<file path="config.mk">
export PLATFORM = sky130hd
export DESIGN_NAME = fmac_regs
export DESIGN_NICKNAME = d
export VERILOG_FILES = /design/src/logic/fmac_pkg.sv /design/src/logic/fmac_tick.sv /design/src/logic/fmac_regs.sv
export SDC_FILE = /design/constraint.sdc
export NUM_CORES = 1
export LEC_CHECK = 0
export BUFFER_PORTS_ARGS = -buffer_cell sky130_fd_sc_hd__buf_2
export CORE_MARGIN = 2
export CORE_UTILIZATION = 30
export CTS_CLUSTER_DIAMETER = 40
export CTS_CLUSTER_SIZE = 8
export DETAILED_ROUTE_END_ITERATION = 6
export PLACE_DENSITY_LB_ADDON = 0.2
export SYNTH_ARGS = -nofsm -noshare
export SYNTH_HDL_FRONTEND = slang
export SYNTH_SLANG_ARGS = --single-unit
</file>
<file path="constraint.sdc">
create_clock -name clk_sys -period 5.6 [get_ports clk_sys]
set_clock_uncertainty 0.2 [all_clocks]
set_input_delay 0.28 -clock clk_sys [delete_from_list [all_inputs] [get_ports clk_sys]]
set_output_delay 0.28 -clock clk_sys [all_outputs]
set_load 0.1 [all_outputs]
</file>
<file path="src/logic/fmac_pkg.sv">
// Purpose: constants for the fan monitor alert and configuration registers
// Assumes: 100 MHz system clock, 8-bit register port
// Notes: offsets are the device's register addresses
package fmac_pkg;
  // ***********************************************************************
  // register offsets
  // ***********************************************************************
  localparam logic [7:0] OFS_MASK_ONE = 8'h74;
  localparam logic [7:0] OFS_MASK_TWO = 8'h75;
  localparam logic [7:0] OFS_SUPPLY_LOW = 8'h76;
  localparam logic [7:0] OFS_TEMP_LOW = 8'h77;
  localparam logic [7:0] OFS_CONFIG_THREE = 8'h78;
  localparam logic [7:0] OFS_TIMER_STATUS = 8'h79;
  // ***********************************************************************
  // reset values
  // ***********************************************************************
  localparam logic [7:0] RST_MASK_ONE = 8'h00;
  localparam logic [7:0] RST_MASK_TWO = 8'h00;
  localparam logic [7:0] RST_CONFIG_THREE = 8'h00;
  localparam logic [7:0] RST_TIMER_STATUS = 8'h00;
  // ***********************************************************************
  // field positions
  // ***********************************************************************
  localparam int M1_SUPPLY_ONE = 1;
  localparam int M1_SUPPLY_TWO = 2;
  localparam int M1_REMOTE_ONE = 4;
  localparam int M1_LOCAL = 5;
  localparam int M1_REMOTE_TWO = 6;
  localparam int M1_STATUS_TWO = 7;
  localparam int M2_OVERTEMP = 1;
  localparam int M2_FAN_ONE = 2;
  localparam int M2_FAN_FOUR = 5;
  localparam int M2_DIODE_ONE = 6;
  localparam int M2_DIODE_TWO = 7;
  localparam int C3_ALERT = 0;
  localparam int C3_OVERHEAT_PIN_EN = 1;
  localparam int C3_BOOST = 2;
  localparam int C3_FAST = 3;
  localparam int C3_DC_LO = 4;
  // ***********************************************************************
  // timing
  // ***********************************************************************
  localparam real CLK_PERIOD_NS = 10.0;
  localparam real TIMER_STEP_MS = 22.76;
  localparam int STEP_CYCLES = int'(TIMER_STEP_MS * 1.0e6 / CLK_PERIOD_NS);
  localparam real FAST_TACH_MS = 250.0;
  localparam real SLOW_TACH_MS = 1000.0;
  localparam int FAST_TACH_CYCLES =
    int'(FAST_TACH_MS * 1.0e6 / CLK_PERIOD_NS);
  localparam int SLOW_TACH_CYCLES =
    int'(SLOW_TACH_MS * 1.0e6 / CLK_PERIOD_NS);
  localparam logic [7:0] TIMER_MAX = 8'hFF;
endpackage

</file>
<file path="src/logic/fmac_tick.sv">
// Purpose: periodic one-cycle tick from a programmable cycle count
// Assumes: period at least 1, counts on every rising clk_sys edge
// Notes: restarts when clear is high
`timescale 1ns/10ps
module fmac_tick #(
  parameter int W = 27
) (
  input wire logic clk_sys,
  input wire logic resetn,
  input wire logic clear,
  input wire logic [W-1:0] period,
  output logic tick
);
  logic [W-1:0] cnt_r;
  logic [W-1:0] cnt_nxt;
  wire at_end = (cnt_r >= period - W'(1));

  // count up and wrap at the period
  assign cnt_nxt = (clear || at_end) ? '0 : cnt_r + W'(1);
  assign tick = at_end && !clear;

  always_ff @(posedge clk_sys) begin
    if (!resetn) begin
      cnt_r <= '0;
    end else begin
      cnt_r <= cnt_nxt;
    end
  end
endmodule

</file>
<file path="src/logic/fmac_regs.sv">
// Purpose: alert masks, extended bits, config 3 and overheat timer
// Assumes: register port is single-cycle, inputs synchronous to clk_sys
// Notes: overheat_pin_n is active low; alert_n output is active low
`timescale 1ns/10ps
module fmac_regs #(
  parameter int STEP_CYC = fmac_pkg::STEP_CYCLES,
  parameter int SLOW_CYC = fmac_pkg::SLOW_TACH_CYCLES,
  parameter int FAST_CYC = fmac_pkg::FAST_TACH_CYCLES
) (
  input wire logic clk_sys,
  input wire logic resetn,
  input wire logic [7:0] reg_addr,
  input wire logic reg_wr,
  input wire logic reg_rd,
  input wire logic [7:0] reg_wdata,
  output logic [7:0] reg_rdata,
  input wire logic lock,
  input wire logic [1:0] shared_pin_function,
  input wire logic overheat_pin_dir_out,
  input wire logic [7:0] timer_limit,
  input wire logic [7:0] status_one,
  input wire logic [7:0] status_two,
  input wire logic [9:0] supply_one_meas,
  input wire logic [9:0] supply_two_meas,
  input wire logic [9:0] remote_one_meas,
  input wire logic [9:0] local_meas,
  input wire logic [9:0] remote_two_meas,
  input wire logic high_byte_rd,
  input wire logic overheat_pin_n,
  output logic [7:0] supply_one_high,
  output logic [7:0] supply_two_high,
  output logic [7:0] remote_one_high,
  output logic [7:0] local_high,
  output logic [7:0] remote_two_high,
  output logic timer_event,
  output logic fan_two_is_alert,
  output logic alert_n,
  output logic overheat_enable,
  output logic fans_full,
  output logic tach_tick,
  output logic [3:0] continuous_tach,
  output logic [3:0] stretch_enable
);
  // ***********************************************************************
  // registers
  // ***********************************************************************
  logic [7:0] mask_one_r;
  logic [7:0] mask_two_r;
  logic [7:0] config_three_r;
  logic [7:0] assert_duration_count_r;
  logic assert_flag_lsb_r;
  logic frozen_r;
  logic [49:0] snap_r;
  logic [31:0] step_cnt_r;
  logic timer_event_r;
  logic overheat_pin_prev_r;

  // ***********************************************************************
  // decode
  // ***********************************************************************
  wire wr_m1 = reg_wr && reg_addr == fmac_pkg::OFS_MASK_ONE;
  wire wr_m2 = reg_wr && reg_addr == fmac_pkg::OFS_MASK_TWO;
  wire wr_c3 = reg_wr && reg_addr == fmac_pkg::OFS_CONFIG_THREE;
  wire rd_low = reg_rd && (reg_addr == fmac_pkg::OFS_SUPPLY_LOW ||
    reg_addr == fmac_pkg::OFS_TEMP_LOW);
  wire rd_tmr = reg_rd && reg_addr == fmac_pkg::OFS_TIMER_STATUS;
  wire [49:0] live = {supply_one_meas, supply_two_meas, remote_one_meas,
    local_meas, remote_two_meas};
  wire [49:0] shown = frozen_r ? snap_r : live;

  // pin function: enable bit plus pin-function field selects overheat input
  assign overheat_enable = config_three_r[fmac_pkg::C3_OVERHEAT_PIN_EN] &&
    shared_pin_function != 2'b00;
  wire overheat_pin_in = overheat_enable && !overheat_pin_dir_out && !overheat_pin_n;
  wire overheat_pin_rise = overheat_pin_in && !overheat_pin_prev_r;
  wire at_step = step_cnt_r >= 32'(STEP_CYC - 1);
  // timer flagged when count passes limit, limit zero flags at once
  wire over_limit = overheat_pin_in && (timer_limit == 8'h00 ||
    assert_duration_count_r > timer_limit);

  // ***********************************************************************
  // readback
  // ***********************************************************************
  wire [7:0] supply_lo = {2'b00, shown[31:30], shown[41:40], 2'b00};
  wire [7:0] temp_lo = {shown[1:0], shown[11:10], shown[21:20],
    2'b00};
  wire [7:0] tmr_rd = {assert_duration_count_r[7:1], assert_flag_lsb_r};
  assign reg_rdata =
    reg_addr == fmac_pkg::OFS_MASK_ONE ? mask_one_r :
    reg_addr == fmac_pkg::OFS_MASK_TWO ? mask_two_r :
    reg_addr == fmac_pkg::OFS_SUPPLY_LOW ? supply_lo :
    reg_addr == fmac_pkg::OFS_TEMP_LOW ? temp_lo :
    reg_addr == fmac_pkg::OFS_CONFIG_THREE ? config_three_r :
    reg_addr == fmac_pkg::OFS_TIMER_STATUS ? tmr_rd : 8'h00;
  assign supply_one_high = shown[49:42];
  assign supply_two_high = shown[39:32];
  assign remote_one_high = shown[29:22];
  assign local_high = shown[19:12];
  assign remote_two_high = shown[9:2];

  // ***********************************************************************
  // alert gating
  // ***********************************************************************
  wire [7:0] unmask_one = status_one & ~{1'b0, mask_one_r[6:0]};
  wire [7:0] st2 = {status_two[7:6], status_two[5] | timer_event_r,
    status_two[4:0]};
  wire [7:0] unmask_two = st2 & ~mask_two_r;
  wire any_alert = (|(unmask_one & 8'h76)) ||
    (!mask_one_r[fmac_pkg::M1_STATUS_TWO] && |(unmask_two & 8'hFE));
  assign fan_two_is_alert = config_three_r[fmac_pkg::C3_ALERT];
  assign alert_n = !(fan_two_is_alert && any_alert);
  assign timer_event = timer_event_r;

  // fan and tach controls
  assign fans_full = overheat_pin_in && config_three_r[fmac_pkg::C3_BOOST];
  assign continuous_tach = config_three_r[7:4];
  assign stretch_enable = ~config_three_r[7:4];
  fmac_tick #(.W(32)) u_tach (
    .clk_sys(clk_sys),
    .resetn(resetn),
    .clear(wr_c3 && !lock),
    .period(config_three_r[fmac_pkg::C3_FAST] ? 32'(FAST_CYC) :
      32'(SLOW_CYC)),
    .tick(tach_tick)
  );

  // ***********************************************************************
  // writable registers, lock guards config three
  // ***********************************************************************
  always_ff @(posedge clk_sys) begin
    if (!resetn) begin
      mask_one_r <= fmac_pkg::RST_MASK_ONE;
      mask_two_r <= fmac_pkg::RST_MASK_TWO;
      config_three_r <= fmac_pkg::RST_CONFIG_THREE;
    end else begin
      if (wr_m1) begin
        mask_one_r <= reg_wdata;
      end
      if (wr_m2) begin
        mask_two_r <= {reg_wdata[7:2], mask_two_r[1:0]}; // overtemp read only
      end
      if (wr_c3 && !lock) begin
        config_three_r <= reg_wdata;
      end
    end
  end

  // freeze snapshot on low-bit read until a high byte read
  always_ff @(posedge clk_sys) begin
    if (!resetn) begin
      frozen_r <= 1'b0;
      snap_r <= '0;
    end else if (rd_low) begin
      frozen_r <= 1'b1;
      if (!frozen_r) begin
        snap_r <= live;
      end
    end else if (high_byte_rd) begin
      frozen_r <= 1'b0;
    end
  end

  // overheat assertion timer; flag set beats read clear
  always_ff @(posedge clk_sys) begin
    if (!resetn) begin
      assert_duration_count_r <= fmac_pkg::RST_TIMER_STATUS;
      assert_flag_lsb_r <= 1'b0;
      step_cnt_r <= '0;
      overheat_pin_prev_r <= 1'b0;
      timer_event_r <= 1'b0;
    end else begin
      overheat_pin_prev_r <= overheat_pin_in;
      if (!overheat_pin_in) begin
        step_cnt_r <= '0;
      end else if (at_step) begin
        step_cnt_r <= '0;
      end else begin
        step_cnt_r <= step_cnt_r + 32'd1;
      end
      if (overheat_pin_rise) begin
        assert_duration_count_r <= 8'h00;
      end else if (overheat_pin_in && at_step &&
          assert_duration_count_r != fmac_pkg::TIMER_MAX) begin
        assert_duration_count_r <= assert_duration_count_r + 8'd1;
      end
      if (overheat_pin_rise || (overheat_pin_in && |assert_duration_count_r[7:1])) begin
        assert_flag_lsb_r <= overheat_pin_rise ? 1'b1 :
          assert_duration_count_r[0];
      end else if (rd_tmr) begin
        assert_flag_lsb_r <= 1'b0;
      end
      if (over_limit) begin
        timer_event_r <= 1'b1;
      end else if (high_byte_rd) begin
        timer_event_r <= 1'b0;
      end
    end
  end
endmodule

</file>
-- Word-level counts from Yosys, hierarchy flattened
Index checks and enable logic that the tools add are counted.
- flip-flop bits (word level): 148
- input port bits: 100
- output and inout bits: 62
- word-level logic and storage cells: 88
- add/sub/neg operators: 4
- $lt $le $gt $ge: 3
- eq/ne operators: 7
- muxes and demuxes: 14
- bitwise gates (word level): 8
- reduce and logical (&&, ||, !) cells: 41
- operators with widths (cell ; number):
    adder 32 x 1 -> 32 bit, second input constant ; 2
    two-way mux 50 bit ; 1
    equality test 8 x 7 -> 1 bit, second input constant ; 6
    two-way mux 8 bit ; 6
    greater-or-equal comparator 32 x 22 -> 1 bit, second input constant ; 1
    greater-or-equal comparator 32 bit ; 1
    subtractor 27 x 1 -> 28 bit, second input constant ; 1
    two-way mux 27 bit ; 1
    logical AND 1 bit ; 18
    OR reduction 7 bit ; 2
    adder 8 x 1 -> 8 bit, second input constant ; 1
    bitwise AND 8 bit ; 1
    > comparator 8 bit ; 1
    zero test 8 bit ; 1
    != test 8 bit, second input constant ; 1
    NOT 8 bit ; 1
    nonzero test 2 bit ; 4
    bitwise AND 7 bit ; 1
    zero test 1 bit ; 7
    NOT 7 bit ; 1
    two-way mux 1 bit ; 6
    logical OR 1 bit ; 5
    OR reduction 5 bit ; 1
    NOT 4 bit ; 1
    other kinds (4) ; 6

-- Logic depth before layout (Yosys ltp)
- depth in word-level cells: 7
- depth in mapped cells: 10
- gate-level depth less buffers: 8

-- Modules after synthesis
A second synthesis with hierarchy kept.
- cell total of the unflattened synthesis: 985
- area total of the unflattened synthesis: 8714.6 um2
- modules (own cells, without submodules) (module ; times used ; cells an instance ; area each (um2) ; sequential area each (um2)):
    fmac_regs ; 1 ; 654 ; 5975.7 ; 2322.2
    fmac_tick ; 1 ; 331 ; 2738.9 ; 640.6

-- Worst setup path before layout
OpenSTA, ideal clock, no wires.
- kind: flip-flop to output port
- start: reg timer_event_r (netlist: timer_event)
- end: out alert_n
- arrival time: 4.037 ns
- data required time: 5.120 ns
- setup slack: 1.083 ns
- stages on the path, launching flop included: 4
- buffers on the path: 0
- path through: dfxtp_1 -> o21bai_1 -> a31oi_1 -> o41ai_1
- word-level cells in the longest chain between the ends: 7
- ends and longest elaborated chain (element ; line ; source):
    start, declared ; fmac_regs.sv:55 ; logic timer_event_r;
    start signal, assigned ; fmac_regs.sv:170 ; timer_event_r <= 1'b0;
    start signal, assigned ; fmac_regs.sv:193 ; timer_event_r <= 1'b1;
    start signal, assigned ; fmac_regs.sv:195 ; timer_event_r <= 1'b0;
    OR 1 bit ; fmac_regs.sv:105 ; wire [7:0] st2 = {status_two[7:6], status_two[5] | timer_event_r,
    bitwise AND 8 bit ; fmac_regs.sv:107 ; wire [7:0] unmask_two = st2 & ~mask_two_r;
    OR reduction 7 bit ; fmac_regs.sv:109 ; (!mask_one_r[fmac_pkg::M1_STATUS_TWO] && |(unmask_two & 8'hFE));
    logical AND 1 bit ; fmac_regs.sv:109 ;
    logical OR 1 bit ; fmac_regs.sv:108 ; wire any_alert = (|(unmask_one & 8'h76)) ||
    logical AND 1 bit ; fmac_regs.sv:111 ; assign alert_n = !(fan_two_is_alert && any_alert);
    zero test 1 bit ; fmac_regs.sv:111 ;
    end, declared ; fmac_regs.sv:37 ; output logic alert_n,
No other way between the ends.

-- Worst setup path after layout
- start: in reg_addr[7]
- end: out reg_rdata[4]
- word-level cells in the longest chain between the ends: 7
- elaborated cells between the ends (all ways): 12
- classes of those cells: eq/ne (6); mux (6)
- ends and longest elaborated chain (element ; line ; source):
    start, declared ; fmac_regs.sv:12 ; input wire logic [7:0] reg_addr,
    equality test 8 x 7 -> 1 bit ; fmac_regs.sv:94 ; reg_addr == fmac_pkg::OFS_TIMER_STATUS ? tmr_rd : 8'h00;
    two-way mux 8 bit ; fmac_regs.sv:94 ;
    two-way mux 8 bit ; fmac_regs.sv:93 ; reg_addr == fmac_pkg::OFS_CONFIG_THREE ? config_three_r :
    two-way mux 8 bit ; fmac_regs.sv:92 ; reg_addr == fmac_pkg::OFS_TEMP_LOW ? temp_lo :
    two-way mux 8 bit ; fmac_regs.sv:91 ; reg_addr == fmac_pkg::OFS_SUPPLY_LOW ? supply_lo :
    two-way mux 8 bit ; fmac_regs.sv:90 ; reg_addr == fmac_pkg::OFS_MASK_TWO ? mask_two_r :
    two-way mux 8 bit * ; fmac_regs.sv:89 ; reg_addr == fmac_pkg::OFS_MASK_ONE ? mask_one_r :
    end, declared ; fmac_regs.sv:16 ; output logic [7:0] reg_rdata,
Mark *: on every way between the ends. The rest lies on a longest branch, timed or not.

==> run_summary.xml <==
<?xml version="1.0" encoding="UTF-8"?>
<metrics>
  <group name="detailed_routing">
    <metric name="detailed_route_wire_length" unit="µm">18700</metric>
    <metric name="vias_per_cell" unit="">4.57</metric>
    <metric name="drtIter0Drc" unit="">324</metric>
    <metric name="detailroute.via_count" unit="">5870</metric>
    <metric name="route.antenna.remaining_nets" unit="">0</metric>
    <metric name="drc_errors" unit="">0</metric>
    <metric name="detail_route.wl_per_cell" unit="µm">14.6</metric>
    <metric name="detailedRoute.firstPassIterationCount" unit="">4</metric>
  </group>
  <group name="hold_path">
    <metric name="hold_path.class" unit="">in -&gt; reg</metric>
  </group>
  <group name="yosys">
    <metric name="post-synth-top-area-cell" unit="">sky130_fd_sc_hd__dfxtp_1</metric>
    <metric name="synthesis.area" unit="µm²">7420</metric>
    <metric name="synth-warning-count" unit="">0</metric>
    <metric name="synth.avg_cell_area" unit="µm²">9.18</metric>
    <metric name="yosys.cell_types.count" unit="">64</metric>
    <metric name="synthTopCellsByArea" unit="">sky130_fd_sc_hd__dfxtp_1 (40%), sky130_fd_sc_hd__mux2i_1 (8.9%), sky130_fd_sc_hd__nor2_1 (7.2%), sky130_fd_sc_hd__mux2_2 (6.4%), sky130_fd_sc_hd__buf_4 (5.0%)</metric>
    <metric name="synth_edf_count" unit="">0</metric>
    <metric name="post-synth-top-area-fraction" unit="%">39.9</metric>
    <metric name="async_set_or_reset_flop_fraction_in_the_synthesized_netlist" unit="%">0</metric>
    <metric name="synth_seq_area_share" unit="%">39.9</metric>
    <metric name="yosys_register_bits" unit="">148</metric>
    <metric name="ys_dominant_reg_cell" unit="">sky130_fd_sc_hd__dfxtp_1</metric>
    <metric name="synth_cells" unit="">809</metric>
  </group>
  <group name="grt">
    <metric name="gr-total-overflow" unit="">0</metric>
    <metric name="grt_antenna_before_repair" unit="">3</metric>
    <metric name="grt_first_pass_wirelength" unit="µm">29900</metric>
    <metric name="first_global_vias" unit="">5868</metric>
    <metric name="grt_max_degree" unit="">56</metric>
    <metric name="grt_util_all_layers" unit="%">14.5</metric>
  </group>
  <group name="power_and_ir_drop">
    <metric name="seq_power_share" unit="%">41.2</metric>
    <metric name="power-per-cell-area" unit="nW/µm²">284</metric>
    <metric name="worst_ir_drop_vdd" unit="mV">0.178</metric>
    <metric name="comb_power_share" unit="%">9.6</metric>
    <metric name="p_sw_share" unit="%">25.3</metric>
    <metric name="p_leak" unit="nW">3.52</metric>
    <metric name="power_report.internal_total" unit="W">0.00192</metric>
    <metric name="share_clk_of_total_power" unit="%">49.2</metric>
    <metric name="power_switching" unit="W">0.000651</metric>
  </group>
  <group name="clock_network">
    <metric name="cts_tree" unit="">built</metric>
    <metric name="clk_path_buf_depth" unit="">2</metric>
    <metric name="path_clk_slew" unit="ns">0.06</metric>
    <metric name="clkSinkCount" unit="">148</metric>
    <metric name="postCtsSetupBuffers" unit="">0</metric>
    <metric name="tritoncts.num_buffers" unit="">17</metric>
    <metric name="clk-insertion-delay-late" unit="ns">0.42</metric>
    <metric name="cts-htree-levels" unit="">4</metric>
    <metric name="cts-root-buf" unit="">sky130_fd_sc_hd__clkbuf_16</metric>
  </group>
  <group name="floorplan">
    <metric name="coreArea" unit="µm²">24300</metric>
    <metric name="initial_core_util" unit="%">30.5</metric>
    <metric name="num_rows" unit="">57</metric>
    <metric name="die_h" unit="µm">161</metric>
    <metric name="die-area" unit="µm²">26000</metric>
    <metric name="num_io_pins" unit="">162</metric>
    <metric name="die_width" unit="µm">161</metric>
  </group>
  <group name="sta">
    <metric name="tns" unit="ns">0</metric>
    <metric name="hold_ws" unit="ns">0.0201</metric>
    <metric name="fmax" unit="GHz">0.310</metric>
    <metric name="final_max_slew_viol_count" unit="">0</metric>
    <metric name="rsz_0062_raised_after_global_routing" unit="">no</metric>
    <metric name="final_critical_path_setup_slack" unit="ns">2.38</metric>
    <metric name="timing.slew.headroom" unit="%">22.0</metric>
    <metric name="report.final.setup_viol" unit="">0</metric>
    <metric name="layout_min_cycle_time" unit="ns">3.22</metric>
    <metric name="timing.final.hold_violations" unit="">0</metric>
    <metric name="fraction_of_the_cycle_the_final_worst_path_needs" unit="%">57.5</metric>
    <metric name="worst_pin_slew" unit="ns">1.17</metric>
  </group>
  <group name="finish">
    <metric name="layout_common_cells" unit="">sky130_fd_sc_hd__buf_2 (157), sky130_fd_sc_hd__dfxtp_1 (147), sky130_fd_sc_hd__nor2_1 (143), sky130_fd_sc_hd__mux2i_1 (66), sky130_fd_sc_hd__mux2_2 (42)</metric>
    <metric name="multi_input_area" unit="µm²">3910</metric>
    <metric name="ff_latch_area" unit="µm²">2960</metric>
    <metric name="final_common_cell" unit="">sky130_fd_sc_hd__buf_2</metric>
    <metric name="area_delta_synth_final" unit="%">22.2</metric>
    <metric name="drive_gt1_share" unit="%">27.7</metric>
    <metric name="fillerInstances" unit="">2489</metric>
    <metric name="num-nets-final" unit="">1064</metric>
  </group>
  <group name="worst_setup_path">
    <metric name="crit_path_end_kind" unit="">primary output</metric>
    <metric name="timing.critical_path.from_type" unit="">input pin</metric>
    <metric name="worst-path-max-fanout" unit="">14</metric>
    <metric name="criticalPathCategory" unit="">in -&gt; out</metric>
    <metric name="worstPathRequired" unit="ns">5.12</metric>
    <metric name="critical_path_arrival" unit="ns">2.74</metric>
  </group>
  <group name="place">
    <metric name="hpwlAfterDp" unit="µm">13600</metric>
    <metric name="buffer_ports.inserted" unit="">157</metric>
    <metric name="detailedPlace.worstSlack" unit="ns">2.33</metric>
    <metric name="place.gp.congestion" unit="">0.760</metric>
  </group>
  <group name="flow_run">
    <metric name="cap_violations" unit="">0</metric>
  </group>
  <group name="outcome">
    <metric name="status" unit="">finished, final reports clean</metric>
  </group>
</metrics>
cells in the mapped netlist, types with 4 or more instances:
cell and instances:
sky130_fd_sc_hd__a21o_1 4, sky130_fd_sc_hd__a21oi_1 28, sky130_fd_sc_hd__a221o_1 4, sky130_fd_sc_hd__a22o_1 5
sky130_fd_sc_hd__a22oi_1 4, sky130_fd_sc_hd__a31oi_1 4, sky130_fd_sc_hd__a32o_1 4, sky130_fd_sc_hd__and3_1 14
sky130_fd_sc_hd__and4_1 5, sky130_fd_sc_hd__buf_1 5, sky130_fd_sc_hd__buf_2 8, sky130_fd_sc_hd__buf_4 49
sky130_fd_sc_hd__clkbuf_1 15, sky130_fd_sc_hd__dfxtp_1 148, sky130_fd_sc_hd__ha_1 19, sky130_fd_sc_hd__inv_1 33
sky130_fd_sc_hd__mux2_2 42, sky130_fd_sc_hd__mux2i_1 66, sky130_fd_sc_hd__mux4_2 4, sky130_fd_sc_hd__nand2_1 34
sky130_fd_sc_hd__nand3_1 32, sky130_fd_sc_hd__nand4_1 12, sky130_fd_sc_hd__nor2_1 143, sky130_fd_sc_hd__nor2b_1 6
sky130_fd_sc_hd__nor3_1 6, sky130_fd_sc_hd__nor4_1 7, sky130_fd_sc_hd__o21ai_0 10, sky130_fd_sc_hd__or2_2 4
sky130_fd_sc_hd__xnor2_1 24, sky130_fd_sc_hd__xor2_1 22
per-layer routing:
metal / wire length [µm] / part of all wire (%) / GRT usage [%] / vias up
met5: 13 / 0.069 / 0 / -
met3: 982 / 5.2 / 4.16 / 17
li1: - / - / - / 3015
met2: 9200 / 49 / 25.2 / 107
met4: 304 / 1.6 / 4.55 / 2
met1: 8230 / 44 / 17.3 / 2729
critical path: stages:
cell	delay (ns)
sky130_fd_sc_hd__buf_2	0.09
sky130_fd_sc_hd__nand4b_1	0.29
sky130_fd_sc_hd__nor4b_2	0.83
sky130_fd_sc_hd__and2b_1	0.55
sky130_fd_sc_hd__a221o_1	0.24
sky130_fd_sc_hd__buf_2	0.44
power groups by stage:
stage | clock network, W | registers, W | logic, W
2_1_floorplan | 0 | 0.00108 | 0.000193
3_3_place_gp | 0 | 0.00109 | 0.000237
3_5_place_dp | 0 | 0.00109 | 0.000237
4_1_cts | 0.00131 | 0.00106 | 0.000249
5_1_grt | 0.00134 | 0.00106 | 0.000260
6_report | 0.00127 | 0.00106 | 0.000247
metrics by stage:
stage / util [%] / cells / power (W) / cell area, µm²
floorplan: - / 822 / 0.00128 / 7470
global placement: 33.8 / 1231 / 0.00132 / 8220
detailed placement: 33.8 / 1231 / 0.00132 / 8220
CTS: 37.3 / 1282 / 0.00262 / 9060
global route: 37.3 / 1283 / 0.00267 / 9070
finish: 37.3 / 1284 / 0.00257 / 9070
kinds of logic after synthesis:
family | share of synthesized area, %
simple gates | 19.5
fa+ha+maj | 3.20
flops | 39.9
compound gates | 7.30
buf+inv | 8.17
other cells | 0.0505
xor+xnor | 5.43
mux | 16.5
worst paths after layout:
kind / to / depth (start not counted) / startpoint / slack, ns
worst max register to register: u_tach.cnt_r[3] / 8 / config_three_r[3] / 2.66
worst max-delay path: reg_rdata[4] / 6 / reg_addr[7] / 2.38
worst min register to register: step_cnt_r[0] / 1 / step_cnt_r[0] / 0.24
worst min-delay path: timer_event / 3 / resetn / 0.02
area by class of cell:
cell class / instances / area share, %
clock buffers: 17 / 4.69
flip-flops and latches: 148 / 32.7
diodes: 2 / 0.0552
well taps: 324 / 4.47
clock inverters: 15 / 2.51
multi-input cells: 564 / 43.1
repair buffers: 181 / 11.2
inverters: 33 / 1.37
repair_timing:
item,CTS,global route
endpoints found under the hold margin,32,0
hold buffers,19,0
resized for setup,0,0
sequential cells by signal (all words and copies together) (netlist names), 6 cells and up:
name                     flops
mask_one_r                   8
config_three_r               8
step_cnt_r                  32
mask_two_r                   6
u_tach.cnt_r                32
snap_r                      50
assert_duration_count_r      8
No activity file was read; power rests on OpenSTA's default activity.
